## src/hw/psw_pkg.sv

```systemverilog
package psw_pkg;
localparam int CLK_HZ = 100_000_000;
localparam int TICK_MS = 100;
localparam int TICK_CYC = CLK_HZ / 1000 * TICK_MS;
localparam int DEB_MS = 10;
localparam int DEB_CYC = CLK_HZ / 1000 * DEB_MS;
localparam int CLR_WIN_MS = 1000;
localparam logic [3:0] CLR_WIN_TICKS = 4'(CLR_WIN_MS / TICK_MS);
localparam int NOUT = 4;
localparam int NITEM = 30;
localparam logic [4:0] IT_LOCK = 5'h00;
localparam logic [4:0] IT_LOW = 5'h01;
localparam logic [4:0] IT_HIGH = 5'h02;
localparam logic [4:0] IT_DAMP = 5'h03;
localparam logic [4:0] IT_EXC = 5'h04;
localparam logic [4:0] IT_ON = 5'h05;
localparam logic [4:0] IT_OFF = 5'h09;
localparam logic [4:0] IT_MODE = 5'h0d;
localparam logic [4:0] IT_DON = 5'h11;
localparam logic [4:0] IT_DOFF = 5'h15;
localparam logic [4:0] IT_PEAK = 5'h19;
localparam logic [4:0] IT_TROUGH = 5'h1a;
localparam logic [4:0] IT_REFR = 5'h1b;
localparam logic [4:0] IT_RSTART = 5'h1c;
localparam logic [4:0] IT_LAST = 5'h1d;
localparam logic [15:0] RANGE_LO = 16'h0000;
localparam logic [15:0] RANGE_HI = 16'h0fa0;
localparam logic [15:0] MIN_SPAN = 16'((RANGE_HI - RANGE_LO) / 16'h0005);
localparam logic [15:0] DAMP_MIN = 16'h0003;
localparam logic [15:0] DAMP_MAX = 16'h012c;
localparam logic [15:0] DLY_MAX = 16'h03e8;
localparam logic [15:0] REFR_MAX = 16'h0064;
localparam logic [15:0] PW_DEFAULT = 16'h0005;
localparam logic [15:0] DISP_MAX = 16'h270f;
localparam logic [15:0] ON_DEF = 16'h0bb8;
localparam logic [15:0] OFF_DEF = 16'h07d0;
localparam logic [15:0] UA_ZERO = 16'h0fa0;
localparam logic [15:0] UA_SPAN = 16'h3e80;
localparam logic [15:0] FAULT_UA = 16'h0dac;
typedef enum logic [1:0] {ST_OPER = 2'b00, ST_BROWSE = 2'b01, ST_EDIT = 2'b11,
                          ST_PASS = 2'b10} psw_state_e;
function automatic logic [15:0] item_max(input logic [4:0] it);
    if (it == IT_LOCK || it == IT_EXC || (it >= IT_MODE && it < IT_DON)) return 16'h0001;
    if (it == IT_LOW) return RANGE_HI - MIN_SPAN;
    if (it == IT_DAMP) return DAMP_MAX;
    if (it >= IT_DON && it < IT_PEAK) return DLY_MAX;
    if (it == IT_REFR) return REFR_MAX;
    return RANGE_HI;
endfunction
function automatic logic [15:0] item_min(input logic [4:0] it);
    if (it == IT_HIGH) return RANGE_LO + MIN_SPAN;
    if (it == IT_DAMP) return DAMP_MIN;
    if (it == IT_LOW || (it >= IT_ON && it < IT_MODE)) return RANGE_LO;
    return 16'h0000;
endfunction
function automatic logic [15:0] item_def(input logic [4:0] it);
    if (it == IT_HIGH) return RANGE_HI;
    if (it == IT_DAMP) return DAMP_MIN;
    if (it >= IT_ON && it < IT_OFF) return ON_DEF;
    if (it >= IT_OFF && it < IT_MODE) return OFF_DEF;
    return item_min(it);
endfunction
endpackage

```

## src/hw/psw_key_if.sv

```systemverilog
`timescale 1ns/1ps
`default_nettype none
interface psw_key_if;
    logic up_press;
    logic down_press;
    logic both_press;
    modport src(output up_press, output down_press, output both_press);
    modport dst(input up_press, input down_press, input both_press);
endinterface
`default_nettype wire

```

## src/hw/psw_keys.sv

```systemverilog
`timescale 1ns/1ps
`default_nettype none
module psw_keys import psw_pkg::*; #(
    parameter int DEB = DEB_CYC
) (
    input wire logic clk, // System clock
    input wire logic reset, // Synchronous reset
    input wire logic key_up, // Raw up key, high when pressed
    input wire logic key_down, // Raw down key, high when pressed
    psw_key_if.src kif // Press pulses
);
    logic [1:0] raw;
    logic [1:0] db;
    logic [1:0] db_q;
    logic seen_both;
    logic release_all;
    logic is_both;
    assign raw = {key_down, key_up};
    for (genvar g = 0; g < 2; g++) begin : g_deb
        logic [23:0] cnt;
        always_ff @(posedge clk) begin
            if (reset) begin
                cnt <= 24'h000000;
                db[g] <= 1'b0;
            end else if (raw[g] == db[g]) begin
                cnt <= 24'h000000;
            end else if (cnt >= 24'(DEB - 1)) begin
                cnt <= 24'h000000;
                db[g] <= raw[g];
            end else begin
                cnt <= cnt + 24'h000001;
            end
        end
    end
    // Decide on release, so a slightly staggered press of both still counts as both
    assign release_all = (db_q != 2'b00) && (db == 2'b00);
    assign is_both = seen_both || (db_q == 2'b11);
    always_ff @(posedge clk) begin
        if (reset) begin
            db_q <= 2'b00;
            seen_both <= 1'b0;
        end else begin
            db_q <= db;
            if (db == 2'b11) seen_both <= 1'b1;
            else if (db == 2'b00) seen_both <= 1'b0;
        end
    end
    always_ff @(posedge clk) begin
        if (reset) begin
            kif.up_press <= 1'b0;
            kif.down_press <= 1'b0;
            kif.both_press <= 1'b0;
        end else begin
            kif.both_press <= release_all && is_both;
            kif.up_press <= release_all && !is_both && db_q[0];
            kif.down_press <= release_all && !is_both && db_q[1];
        end
    end
endmodule
`default_nettype wire

```

## src/hw/psw_top.sv

```systemverilog
`timescale 1ns/1ps
`default_nettype none
module psw_top import psw_pkg::*; #(
    parameter int TICK_CYCLES = TICK_CYC,
    parameter int DEB_CYCLES = DEB_CYC
) (
    input wire logic clk, // System clock, 100 MHz
    input wire logic reset, // Synchronous reset, active high
    input wire logic [15:0] pressure, // Measured pressure, display units
    input wire logic key_up, // Up key, high when pressed
    input wire logic key_down, // Down key, high when pressed
    input wire logic fault_in, // Sensor defect
    input wire logic nv_ld_valid, // Restore one setting from storage
    input wire logic [4:0] nv_ld_addr, // Restored item
    input wire logic [15:0] nv_ld_data, // Restored value
    output logic nv_wr_en, // Store pulse
    output logic [4:0] nv_wr_addr, // Stored item
    output logic [15:0] nv_wr_data, // Stored value
    output logic [3:0] contact, // Contact outputs
    output logic [3:0] led, // Contact lamps
    output logic [27:0] seg, // Four digits, gfedcba each, left digit high
    output logic [15:0] out_ua, // Analog output in microamps
    output logic [15:0] peak, // Highest pressure
    output logic [15:0] trough, // Lowest pressure
    output logic menu_active // Menu or password entry shown
);
    psw_key_if kif();
    psw_state_e state;
    logic [15:0] cfg [NITEM];
    logic [4:0] item;
    logic [15:0] ebuf;
    logic [15:0] password;
    logic unlocked;
    logic pend_valid;
    logic [4:0] pend_item;
    logic [15:0] pend_val;
    logic [15:0] apply_val;
    logic [15:0] pend_cfg;
    logic apply;
    logic k_up;
    logic k_dn;
    logic k_both;
    logic lock_on;
    logic exc_en;
    logic [23:0] tcnt;
    logic tick;
    logic clr_armed;
    logic [3:0] clr_cnt;
    logic [15:0] damped;
    logic signed [16:0] diff;
    logic signed [16:0] step;
    logic [15:0] pd_c;
    logic [31:0] scaled;
    logic [15:0] disp_p;
    logic [6:0] rcnt;
    logic [15:0] shown;
    logic [15:0] sv;
    logic [15:0] emax;
    logic [15:0] emin;

    psw_keys #(.DEB(DEB_CYCLES)) u_keys (
        .clk(clk),
        .reset(reset),
        .key_up(key_up),
        .key_down(key_down),
        .kif(kif)
    );
    assign k_up = kif.up_press;
    assign k_dn = kif.down_press;
    assign k_both = kif.both_press;
    assign lock_on = cfg[IT_LOCK][0];
    assign exc_en = cfg[IT_EXC][0];
    assign menu_active = (state != ST_OPER);
    assign emax = (state == ST_PASS) ? DISP_MAX : item_max(item);
    assign emin = (state == ST_PASS) ? 16'h0000 : item_min(item);

    always_ff @(posedge clk) begin
        if (reset || tcnt >= 24'(TICK_CYCLES - 1)) tcnt <= 24'h000000;
        else tcnt <= tcnt + 24'h000001;
    end
    assign tick = (tcnt == 24'h000000) && !reset;

    // Menu walk; nothing writes the password after reset, so it sits at its default
    always_ff @(posedge clk) begin
        if (reset) begin
            state <= ST_OPER;
            item <= 5'h00;
            ebuf <= 16'h0000;
            unlocked <= 1'b0;
            password <= PW_DEFAULT;
        end else begin
            unique case (state)
                ST_OPER: begin
                    if (k_up || k_dn) begin
                        if (lock_on && !unlocked) begin
                            state <= ST_PASS;
                            ebuf <= 16'h0000;
                        end else begin
                            state <= ST_BROWSE;
                            item <= k_up ? 5'h00 : IT_LAST;
                        end
                    end
                end
                ST_PASS: begin
                    if (k_up && ebuf < emax) ebuf <= ebuf + 16'h0001;
                    else if (k_dn && ebuf > emin) ebuf <= ebuf - 16'h0001;
                    else if (k_both) begin
                        if (ebuf == password) begin
                            unlocked <= 1'b1;
                            state <= ST_BROWSE;
                            item <= 5'h00;
                        end else begin
                            state <= ST_OPER;
                        end
                    end
                end
                ST_BROWSE: begin
                    if (k_up) begin
                        if (item == IT_LAST) begin
                            state <= ST_OPER;
                            unlocked <= 1'b0;
                        end else begin
                            item <= item + 5'h01;
                        end
                    end else if (k_dn) begin
                        if (item == 5'h00) begin
                            state <= ST_OPER;
                            unlocked <= 1'b0;
                        end else begin
                            item <= item - 5'h01;
                        end
                    end else if (k_both && (item < IT_PEAK || item == IT_REFR)) begin
                        state <= ST_EDIT;
                        ebuf <= cfg[item];
                    end
                end
                ST_EDIT: begin
                    if (k_up && ebuf < emax) ebuf <= ebuf + 16'h0001;
                    else if (k_dn && ebuf > emin) ebuf <= ebuf - 16'h0001;
                    else if (k_both) state <= ST_BROWSE;
                end
            endcase
        end
    end

    // A confirmed value waits here until the item is left
    assign apply = pend_valid && (state == ST_BROWSE) && (k_up || k_dn);
    always_ff @(posedge clk) begin
        if (reset) begin
            pend_valid <= 1'b0;
            pend_item <= 5'h00;
            pend_val <= 16'h0000;
        end else if (state == ST_EDIT && k_both) begin
            pend_valid <= 1'b1;
            pend_item <= item;
            pend_val <= ebuf;
        end else if (apply) begin
            pend_valid <= 1'b0;
        end
    end
    assign pend_cfg = cfg[pend_item];

    always_comb begin
        apply_val = pend_val;
        if (pend_item == IT_LOW && pend_val > cfg[IT_HIGH] - MIN_SPAN)
            apply_val = cfg[IT_HIGH] - MIN_SPAN;
        else if (pend_item == IT_HIGH && pend_val < cfg[IT_LOW] + MIN_SPAN)
            apply_val = cfg[IT_LOW] + MIN_SPAN;
    end

    always_ff @(posedge clk) begin
        if (reset) begin
            for (int i = 0; i < NITEM; i++) cfg[i] <= item_def(5'(i));
        end else if (apply) begin
            cfg[pend_item] <= apply_val;
        end else if (nv_ld_valid && nv_ld_addr <= IT_LAST) begin
            cfg[nv_ld_addr] <= nv_ld_data;
        end
    end

    always_ff @(posedge clk) begin
        if (reset) begin
            nv_wr_en <= 1'b0;
            nv_wr_addr <= 5'h00;
            nv_wr_data <= 16'h0000;
        end else begin
            nv_wr_en <= apply;
            if (apply) begin
                nv_wr_addr <= pend_item;
                nv_wr_data <= apply_val;
            end
        end
    end

    for (genvar g = 0; g < NOUT; g++) begin : g_out
        logic [15:0] on_t;
        logic [15:0] off_t;
        logic [15:0] hi;
        logic [15:0] lo;
        logic [9:0] dly;
        logic [9:0] dcnt;
        logic inv;
        logic band;
        logic win;
        logic raw;
        assign on_t = cfg[IT_ON + 5'(g)];
        assign off_t = cfg[IT_OFF + 5'(g)];
        assign inv = on_t < off_t;
        assign hi = inv ? off_t : on_t;
        assign lo = inv ? on_t : off_t;
        assign win = (pressure >= lo) && (pressure <= hi);
        always_ff @(posedge clk) begin
            if (reset) band <= 1'b0;
            else if (pressure >= hi) band <= 1'b1;
            else if (pressure <= lo) band <= 1'b0;
        end
        assign raw = cfg[IT_MODE + 5'(g)][0] ? (win ^ inv) : (band ^ inv);
        assign dly = raw ? cfg[IT_DON + 5'(g)][9:0] : cfg[IT_DOFF + 5'(g)][9:0];
        always_ff @(posedge clk) begin
            if (reset) begin
                contact[g] <= 1'b0;
                dcnt <= 10'h000;
            end else if (raw == contact[g]) begin
                dcnt <= 10'h000;
            end else if (dcnt >= dly) begin
                contact[g] <= raw;
                dcnt <= 10'h000;
            end else if (tick) begin
                dcnt <= dcnt + 10'h001;
            end
        end
    end
    assign led = contact;

    always_ff @(posedge clk) begin
        if (reset) begin
            peak <= RANGE_LO;
            trough <= RANGE_HI;
            clr_armed <= 1'b0;
            clr_cnt <= 4'h0;
        end else if (state == ST_BROWSE && k_both && (item == IT_PEAK || item == IT_TROUGH)) begin
            clr_armed <= !clr_armed;
            clr_cnt <= 4'h0;
            if (clr_armed) begin
                peak <= pressure;
                trough <= pressure;
            end
        end else begin
            if (pressure > peak) peak <= pressure;
            if (pressure < trough) trough <= pressure;
            if (clr_armed && tick) begin
                if (clr_cnt >= CLR_WIN_TICKS - 4'h1) clr_armed <= 1'b0;
                else clr_cnt <= clr_cnt + 4'h1;
            end
        end
    end

    // First-order lag stepped at the tick; a minimum step of one keeps it from stalling
    assign diff = $signed({1'b0, pressure}) - $signed({1'b0, damped});
    always_comb begin
        step = diff / $signed({1'b0, cfg[IT_DAMP]});
        if (step == 17'sd0 && diff != 17'sd0) step = (diff < 17'sd0) ? -17'sd1 : 17'sd1;
    end
    always_ff @(posedge clk) begin
        if (reset) damped <= RANGE_LO;
        else if (tick) damped <= 16'($signed({1'b0, damped}) + step);
    end

    assign pd_c = (damped < cfg[IT_LOW]) ? cfg[IT_LOW] :
                  (damped > cfg[IT_HIGH]) ? cfg[IT_HIGH] : damped;
    assign scaled = ({16'h0000, pd_c - cfg[IT_LOW]} * {16'h0000, UA_SPAN}) /
                    {16'h0000, cfg[IT_HIGH] - cfg[IT_LOW]};
    always_ff @(posedge clk) begin
        if (reset) out_ua <= UA_ZERO;
        else if (exc_en && fault_in) out_ua <= FAULT_UA;
        else out_ua <= UA_ZERO + scaled[15:0];
    end

    // Display takes raw pressure; scale points never touch it
    always_ff @(posedge clk) begin
        if (reset) begin
            disp_p <= 16'h0000;
            rcnt <= 7'h00;
        end else if (cfg[IT_REFR] == 16'h0000) begin
            disp_p <= pressure;
        end else if (tick) begin
            if ({9'h000, rcnt} >= cfg[IT_REFR] - 16'h0001) begin
                disp_p <= pressure;
                rcnt <= 7'h00;
            end else begin
                rcnt <= rcnt + 7'h01;
            end
        end
    end

    function automatic logic [6:0] seg7(input logic [3:0] d);
        unique case (d)
            4'h0: return 7'h3f;
            4'h1: return 7'h06;
            4'h2: return 7'h5b;
            4'h3: return 7'h4f;
            4'h4: return 7'h66;
            4'h5: return 7'h6d;
            4'h6: return 7'h7d;
            4'h7: return 7'h07;
            4'h8: return 7'h7f;
            4'h9: return 7'h6f;
            default: return 7'h40;
        endcase
    endfunction

    always_comb begin
        shown = disp_p;
        if (state == ST_EDIT || state == ST_PASS) shown = ebuf;
        else if (state == ST_BROWSE) begin
            unique case (item)
                IT_PEAK: shown = peak;
                IT_TROUGH: shown = trough;
                IT_RSTART: shown = RANGE_LO;
                IT_LAST: shown = RANGE_HI;
                default: shown = {11'h000, item} + 16'h0001;
            endcase
        end
    end
    assign sv = (shown > DISP_MAX) ? DISP_MAX : shown;
    always_ff @(posedge clk) begin
        if (reset) seg <= 28'h0000000;
        else seg <= {seg7(4'(sv / 16'h03e8)), seg7(4'((sv / 16'h0064) % 16'h000a)),
                     seg7(4'((sv / 16'h000a) % 16'h000a)), seg7(4'(sv % 16'h000a))};
    end
endmodule
`default_nettype wire

```

## config.mk

```make
export PLATFORM = sky130hd
export DESIGN_NAME = psw_top
export DESIGN_NICKNAME = d
export VERILOG_FILES = /design/src/hw/psw_pkg.sv /design/src/hw/psw_key_if.sv /design/src/hw/psw_keys.sv /design/src/hw/psw_top.sv
export SDC_FILE = /design/constraint.sdc
export NUM_CORES = 2
export LEC_CHECK = 0
export BUFFER_PORTS_ARGS = -buffer_cell sky130_fd_sc_hd__buf_2
export CAP_MARGIN = 20
export CORE_UTILIZATION = 35
export DETAILED_ROUTE_END_ITERATION = 7
export PLACE_DENSITY = 0.6
export SETUP_SLACK_MARGIN = 0.3
export SLEW_MARGIN = 5
export SYNTH_ARGS = -nofsm -noshare
export SYNTH_HDL_FRONTEND = slang
export SYNTH_HIERARCHICAL = 1
export SYNTH_SLANG_ARGS = --single-unit
```

## constraint.sdc

```tcl
create_clock -name clk -period 131.5 [get_ports clk]
set_input_delay 13.15 -clock clk [delete_from_list [all_inputs] [get_ports clk]]
set_output_delay 13.15 -clock clk [all_outputs]
set_load 0.03 [all_outputs]
```

# Word level (Yosys, flattened, before mapping)

Memory sizes are Yosys's and may differ from the RTL's. A register that Yosys moved wholly into a read port is not among the register bits.
Cells that the tools add are included.

Memory bits (read-only): 448
Latch bits: 0
Memory bits (writable): 480
Word-level logic and storage cells: 439
Memories: 5
Flip-flop bits (word level): 288
Bits of input ports: 43

Bitwise logic cells: 16
Add/sub/neg operators: 22
Div/mod/pow operators: 8
Mux-type cells: 164
Shift operators: 0
Magnitude comparators: 46
Multiply operators: 1
Reduce and logical (&&, ||, !) cells: 91
Eq/ne operators: 45

Memories:

| memory           | depth | bits a word | read ports | clocked after memory_dff | write ports | line           | RTL |
|---|---|---|---|---|---|---|---|
| cfg              | 30    | 16          | 27         | 1                        | 30          | psw_top.sv:29  | `logic [15:0] cfg [NITEM];` |
| (name not given) | 16    | 7           | 1          | 1                        | 0           | psw_top.sv:297 | `unique case (d)` |
| (name not given) | 16    | 7           | 1          | 1                        | 0           | psw_top.sv:297 |  |
| (name not given) | 16    | 7           | 1          | 1                        | 0           | psw_top.sv:297 |  |
| (name not given) | 16    | 7           | 1          | 1                        | 0           | psw_top.sv:297 |  |

Operators by type and width:

| operator                                               | number |
|---|---|
| 2-to-1 mux 16 bit                                      | 57 |
| >= comparator 16 bit                                   | 8 |
| <= comparator 16 bit                                   | 8 |
| < comparator 16 bit                                    | 8 |
| 2-to-1 mux 5 bit                                       | 15 |
| adder 24 x 1 -> 24 bit, second input constant          | 3 |
| > comparator 16 bit                                    | 4 |
| case mux 16 bit (4 select lines)                       | 1 |
| 2-to-1 mux 1 bit                                       | 62 |
| 2-to-1 mux 10 bit                                      | 6 |
| >= comparator 24 x 20 -> 1 bit, second input constant  | 2 |
| remainder unit 16 x 4 -> 16 bit, second input constant | 3 |
| case mux 16 bit (3 select lines)                       | 1 |
| adder 10 x 1 -> 10 bit, second input constant          | 4 |
| >= comparator 10 bit                                   | 4 |
| divider 30 x 16 -> 32 bit                              | 1 |
| OR reduction 16 bit                                    | 2 |
| subtractor 16 x 1 -> 16 bit, second input constant     | 2 |
| subtractor 16 bit                                      | 2 |
| 2-to-1 mux 2 bit                                       | 15 |
| nonzero test 2 bit                                     | 15 |
| logical AND 1 bit                                      | 28 |
| == test 5 bit, second input constant                   | 5 |
| >= comparator 24 bit, second input constant            | 1 |
| 63 further kinds                                       | 136 |

# Depth between registers and ports, before layout

Depth after elaboration: 26
Depth in mapped cells: 570

# By module

The synthesis kept the hierarchy.

Modules (own cells, without submodules):

| module   | seq. area each (um^2) | instances | area an instance (um^2) | cells each |
|---|---|---|---|---|
| psw_top  | 20679.8               | 1         | 84162.0                 | 9968 |
| psw_keys | 1121.1                | 1         | 2433.6                  | 258 |

# Least setup slack after synthesis

No wires, ideal clock.

Path kind: register to register
Start point: memory cfg[1][1]
End point: register out_ua[0]
Setup slack: 31.329 ns
Path buffers: 51
Arrival: 100.028 ns
Library setup time: 0.143 ns
Period minus slack after synthesis: 100.171 ns
Cell stages (with the launch flop): 545
Cell sequence: edfxtp_1 -> inv_1 -> ha_1 -> a21boi_0 -> o21ai_0 -> nand2b_1 -> a21oi_1 -> nor2b_1 -> o21ai_0 -> nand2b_1 -> a21oi_1 -> nor2b_1 -> o21ai_0 -> nand2b_1 -> a21oi_1 -> nor2b_1 -> o21ai_0 -> nand2b_1 -> [509 not listed] -> nand4_1 -> nand4bb_1 -> clkbuf_1 -> nor2_1 -> a21oi_2 -> ha_1 -> a21o_1 -> a21oi_1 -> nor2b_1 -> o21ai_0 -> nand2b_1 -> a21oi_1 -> nor2b_1 -> o21ai_0 -> and3_1 -> nand4b_1 -> a221oi_1 -> a41oi_1

RTL lines:

| item                 | line           | RTL |
|---|---|---|
| start, declared      | psw_top.sv:29  |  |
| end signal, assigned | psw_top.sv:276 | `else out_ua <= UA_ZERO + scaled[15:0];` |
| end, declared        | psw_top.sv:22  | `output logic [15:0] out_ua,` |

==> impl_results.md <==
* Area taken by multi-input logic gates at 61580 µm²
* Drt pass-1 iters at 7
* Yosys top cell by area: edfxtp_1
* Reg2reg end: out_ua[0]
* Starting Density at 0.3521
* First-pass GRT wire length at 455900 µm
* Hold Crit Class: flop to flop
* Share of the synthesized area in the top cell type at 0.1775
* Clock sink total at 833
* Sequential fraction of the synthesis area at 0.2518
* Worst Path Required at 132.08 ns
* Crit path capture type: flop
* CP Max Fanout at 33
* Clock Latency Late Sink at 0.78 ns
* Synth cell types at 127
* Crit path kind: flop to flop
* Wirelength per Cell at 22.37 µm
* Pin count of the biggest net entering global routing at 72
* Core Area at 245900 µm²
* Yosys synthesis warning count at 6
* Total wire length at 302300 µm
* Layout Area Growth over Synthesis at 9.233%
* Slew headroom at 0.1290
* FP Rows at 182
* Vias in the first global route at 75.90k
* RSZ-0062 raised after global routing: false
* Tightest hold margin at 0.4562 ns
* Fmax at 0.008975 GHz
* GR Overflow Total at 0
* CTS-repair resized insts at 0
* Worst hold start: nv_wr_data[10]
* Starting DRT DRC Count at 7051
* Clock Skews at 0.07366 ns
* GP Congestion at 0.9728
* Crit path top cell by count: o21a_1
* Arrival @ worst endpoint at 112.00 ns
* Vias per inst at 5.862
* Final core occ at 0.3846
* Antenna violations before repair at 9
* Tot GR Track Use at 0.2342
* Max-Cap Viols at 0
* Final nets at 11.39k
* Fraction of registers with async set/reset at 0
* R2r setup slk at 20.08 ns
* Crit path max-delay cell type: o21ai_0
* Final min period at 111.42 ns
* I/O pins at 150
* # Post-CTS Setup Buffers at 0
* Seq cells post-synth at 833
* # hold bufs at CTS at 0
* DRT antenna net count at 0
* Share of layout cells above drive strength 1 at 0.09630
* Hold Path Cell Cnt at 2
* Worst-Margin Slew at 1.293 ns
* Status: finished, final reports clean
* Vias at 79.23k
* Final hold viol count at 0
* Setup violations, final at 0
* CTS root buf: clkbuf_16
* Final period util at 0.8473
* Mapped Cells at 10.23k
* Setup TNS Final at 0 ns
* Worst-path clk slew at 0.06 ns
* CTS Buffer Depth at 3
* Detailed placement HPWL at 231700 µm
* Crit path launch type: flop
* Hold Path Sink: nv_wr_data[10]
* Die ar. at 249400 µm²
* CTS buffer count at 94
* Worst reg2reg path depth at 514
* Die Span X at 499.4 µm
* EDFF count, synth at 512
* Crit-path max cell delay at 0.77 ns
* Synth Cell Area at 86600 µm²
* IO buf count at 149
* Layout fillers at 24.80k
* Htree depth at 3
* Register Area at 21810 µm²
* Max Transition Viols Final at 0
* CTS tree: built
* Synth area leaders: edfxtp_1, ha_1, dfxtp_1, nor2_1, a21oi_1
* Fin worst setup slack at 20.08 ns
* Reg-to-Reg Start: cfg[1][1]
* Drt drc at 0
* Synthesized area per cell at 8.468 µm²
* Main synth FF type: edfxtp_1
* Dpl ws at 21.93 ns
* Die Span Y at 499.4 µm
state kept, by name, summed over array words and instances (netlist names), 7 cells and up, named ones only:
signal	cells
cfg	512
peak	16
tcnt	24
out_ua	16
g_out.dcnt	40
disp_p	16
pend_val	16
ebuf	16
nv_wr_data	16
rcnt	7
trough	16
damped	16
seg	28
u_keys/g_deb.cnt	48
kinds of logic after synthesis:
logic type	share of synthesized area
other	0.00008673
muxes	0.09029
and+or+nand+nor	0.2018
adders and majority gates	0.1686
buffers and inverters	0.04272
AOI/OAI and AO/OA	0.1910
DFF	0.2518
xor gates and xnor gates	0.05366
stage by stage:
stage                     cells  area (µm²)
after detailed placement  13339       91380
after global routing      13512       94580
final                     13516       94590
after global placement    13338       91360
after CTS                 13509       94560
after floorplan           10233       86620
how the worst max path moves through the flow:
stage | from | to | slack [ns] | cells past startpoint
2_1_floorplan | cfg[1][1] | out_ua[0] | 31.33 | 544
3_3_place_gp | cfg[1][1] | out_ua[0] | 24.35 | 515
3_5_place_dp | cfg[1][1] | out_ua[0] | 21.93 | 511
4_1_cts | cfg[1][1] | out_ua[0] | 21.44 | 513
5_1_grt | cfg[1][1] | out_ua[0] | 10.28 | 518
6_report | cfg[1][1] | out_ua[0] | 20.08 | 514
cells in the final DEF, fill, tap and decap left out, drive strengths merged, types with 145 or more instances in the layout:
master  Yosys  final
nor2b     145    145
edfxtp    512    512
nor3      413    413
nor2     1315   1315
mux2      151    151
buf        72    304
ha       1075   1075
xor2      176    176
o21a      304    304
a21oi     749    749
mux2i     249    249
nand3     181    181
xnor2     352    352
nand2b    219    219
o31ai     171    171
nand2     795    795
a21o      176    176
mux4      160    160
inv       544    549
dfxtp     321    321
o21ai     486    486
routing by layer:
metal | global-route usage | wire length [µm]
met2 | 0.3907 | 140600
met5 | 0 | 11
met1 | 0.2949 | 124800
met3 | 0.03570 | 21420
met4 | 0.1104 | 15420
critical path: cells and delay by family (launching register included):
| family | cells | cell delay [ns] |
|---|---|---|
| flops | 1 | 0.45 |
| buf+inv | 24 | 5.21 |
| simple gates | 150 | 31.12 |
| fa+ha+maj | 38 | 12.08 |
| compound gates | 293 | 59.24 |
| xor+xnor | 1 | 0.58 |
| mux | 8 | 2.19 |
synthesized netlist by cell type, types with 66 or more instances:
| cell | number |
|---|---|
| nor2_1 | 1313 |
| ha_1 | 1075 |
| nand2_1 | 793 |
| a21oi_1 | 735 |
| inv_1 | 535 |
| edfxtp_1 | 512 |
| o21ai_0 | 459 |
| nor3_1 | 408 |
| xnor2_1 | 350 |
| clkbuf_1 | 343 |
| dfxtp_1 | 321 |
| o21a_1 | 304 |
| mux2i_1 | 246 |
| nand2b_1 | 219 |
| a21o_1 | 176 |
| nand3_1 | 176 |
| xor2_1 | 175 |
| o31ai_1 | 171 |
| mux4_2 | 160 |
| mux2_2 | 148 |
| nor2b_1 | 145 |
| nand4_1 | 137 |
| a31oi_1 | 77 |
| and2_1 | 77 |
| o211ai_1 | 75 |
| o21bai_1 | 66 |
area by class of cell:
| cell class | instances | area share |
|---|---|---|
| antenna | 5 | 0.0001323 |
| clock buffer | 106 | 0.02556 |
| clock inverter | 64 | 0.008069 |
| inverter | 545 | 0.02163 |
| multi-input combinational | 8438 | 0.6510 |
| sequential | 833 | 0.2306 |
| tap | 3220 | 0.04259 |
| timing repair buffer | 305 | 0.02048 |
Power is left out: the tool's default activity adds up to more than one toggle a clock period on the data nets, which glitch-free logic cannot reach.
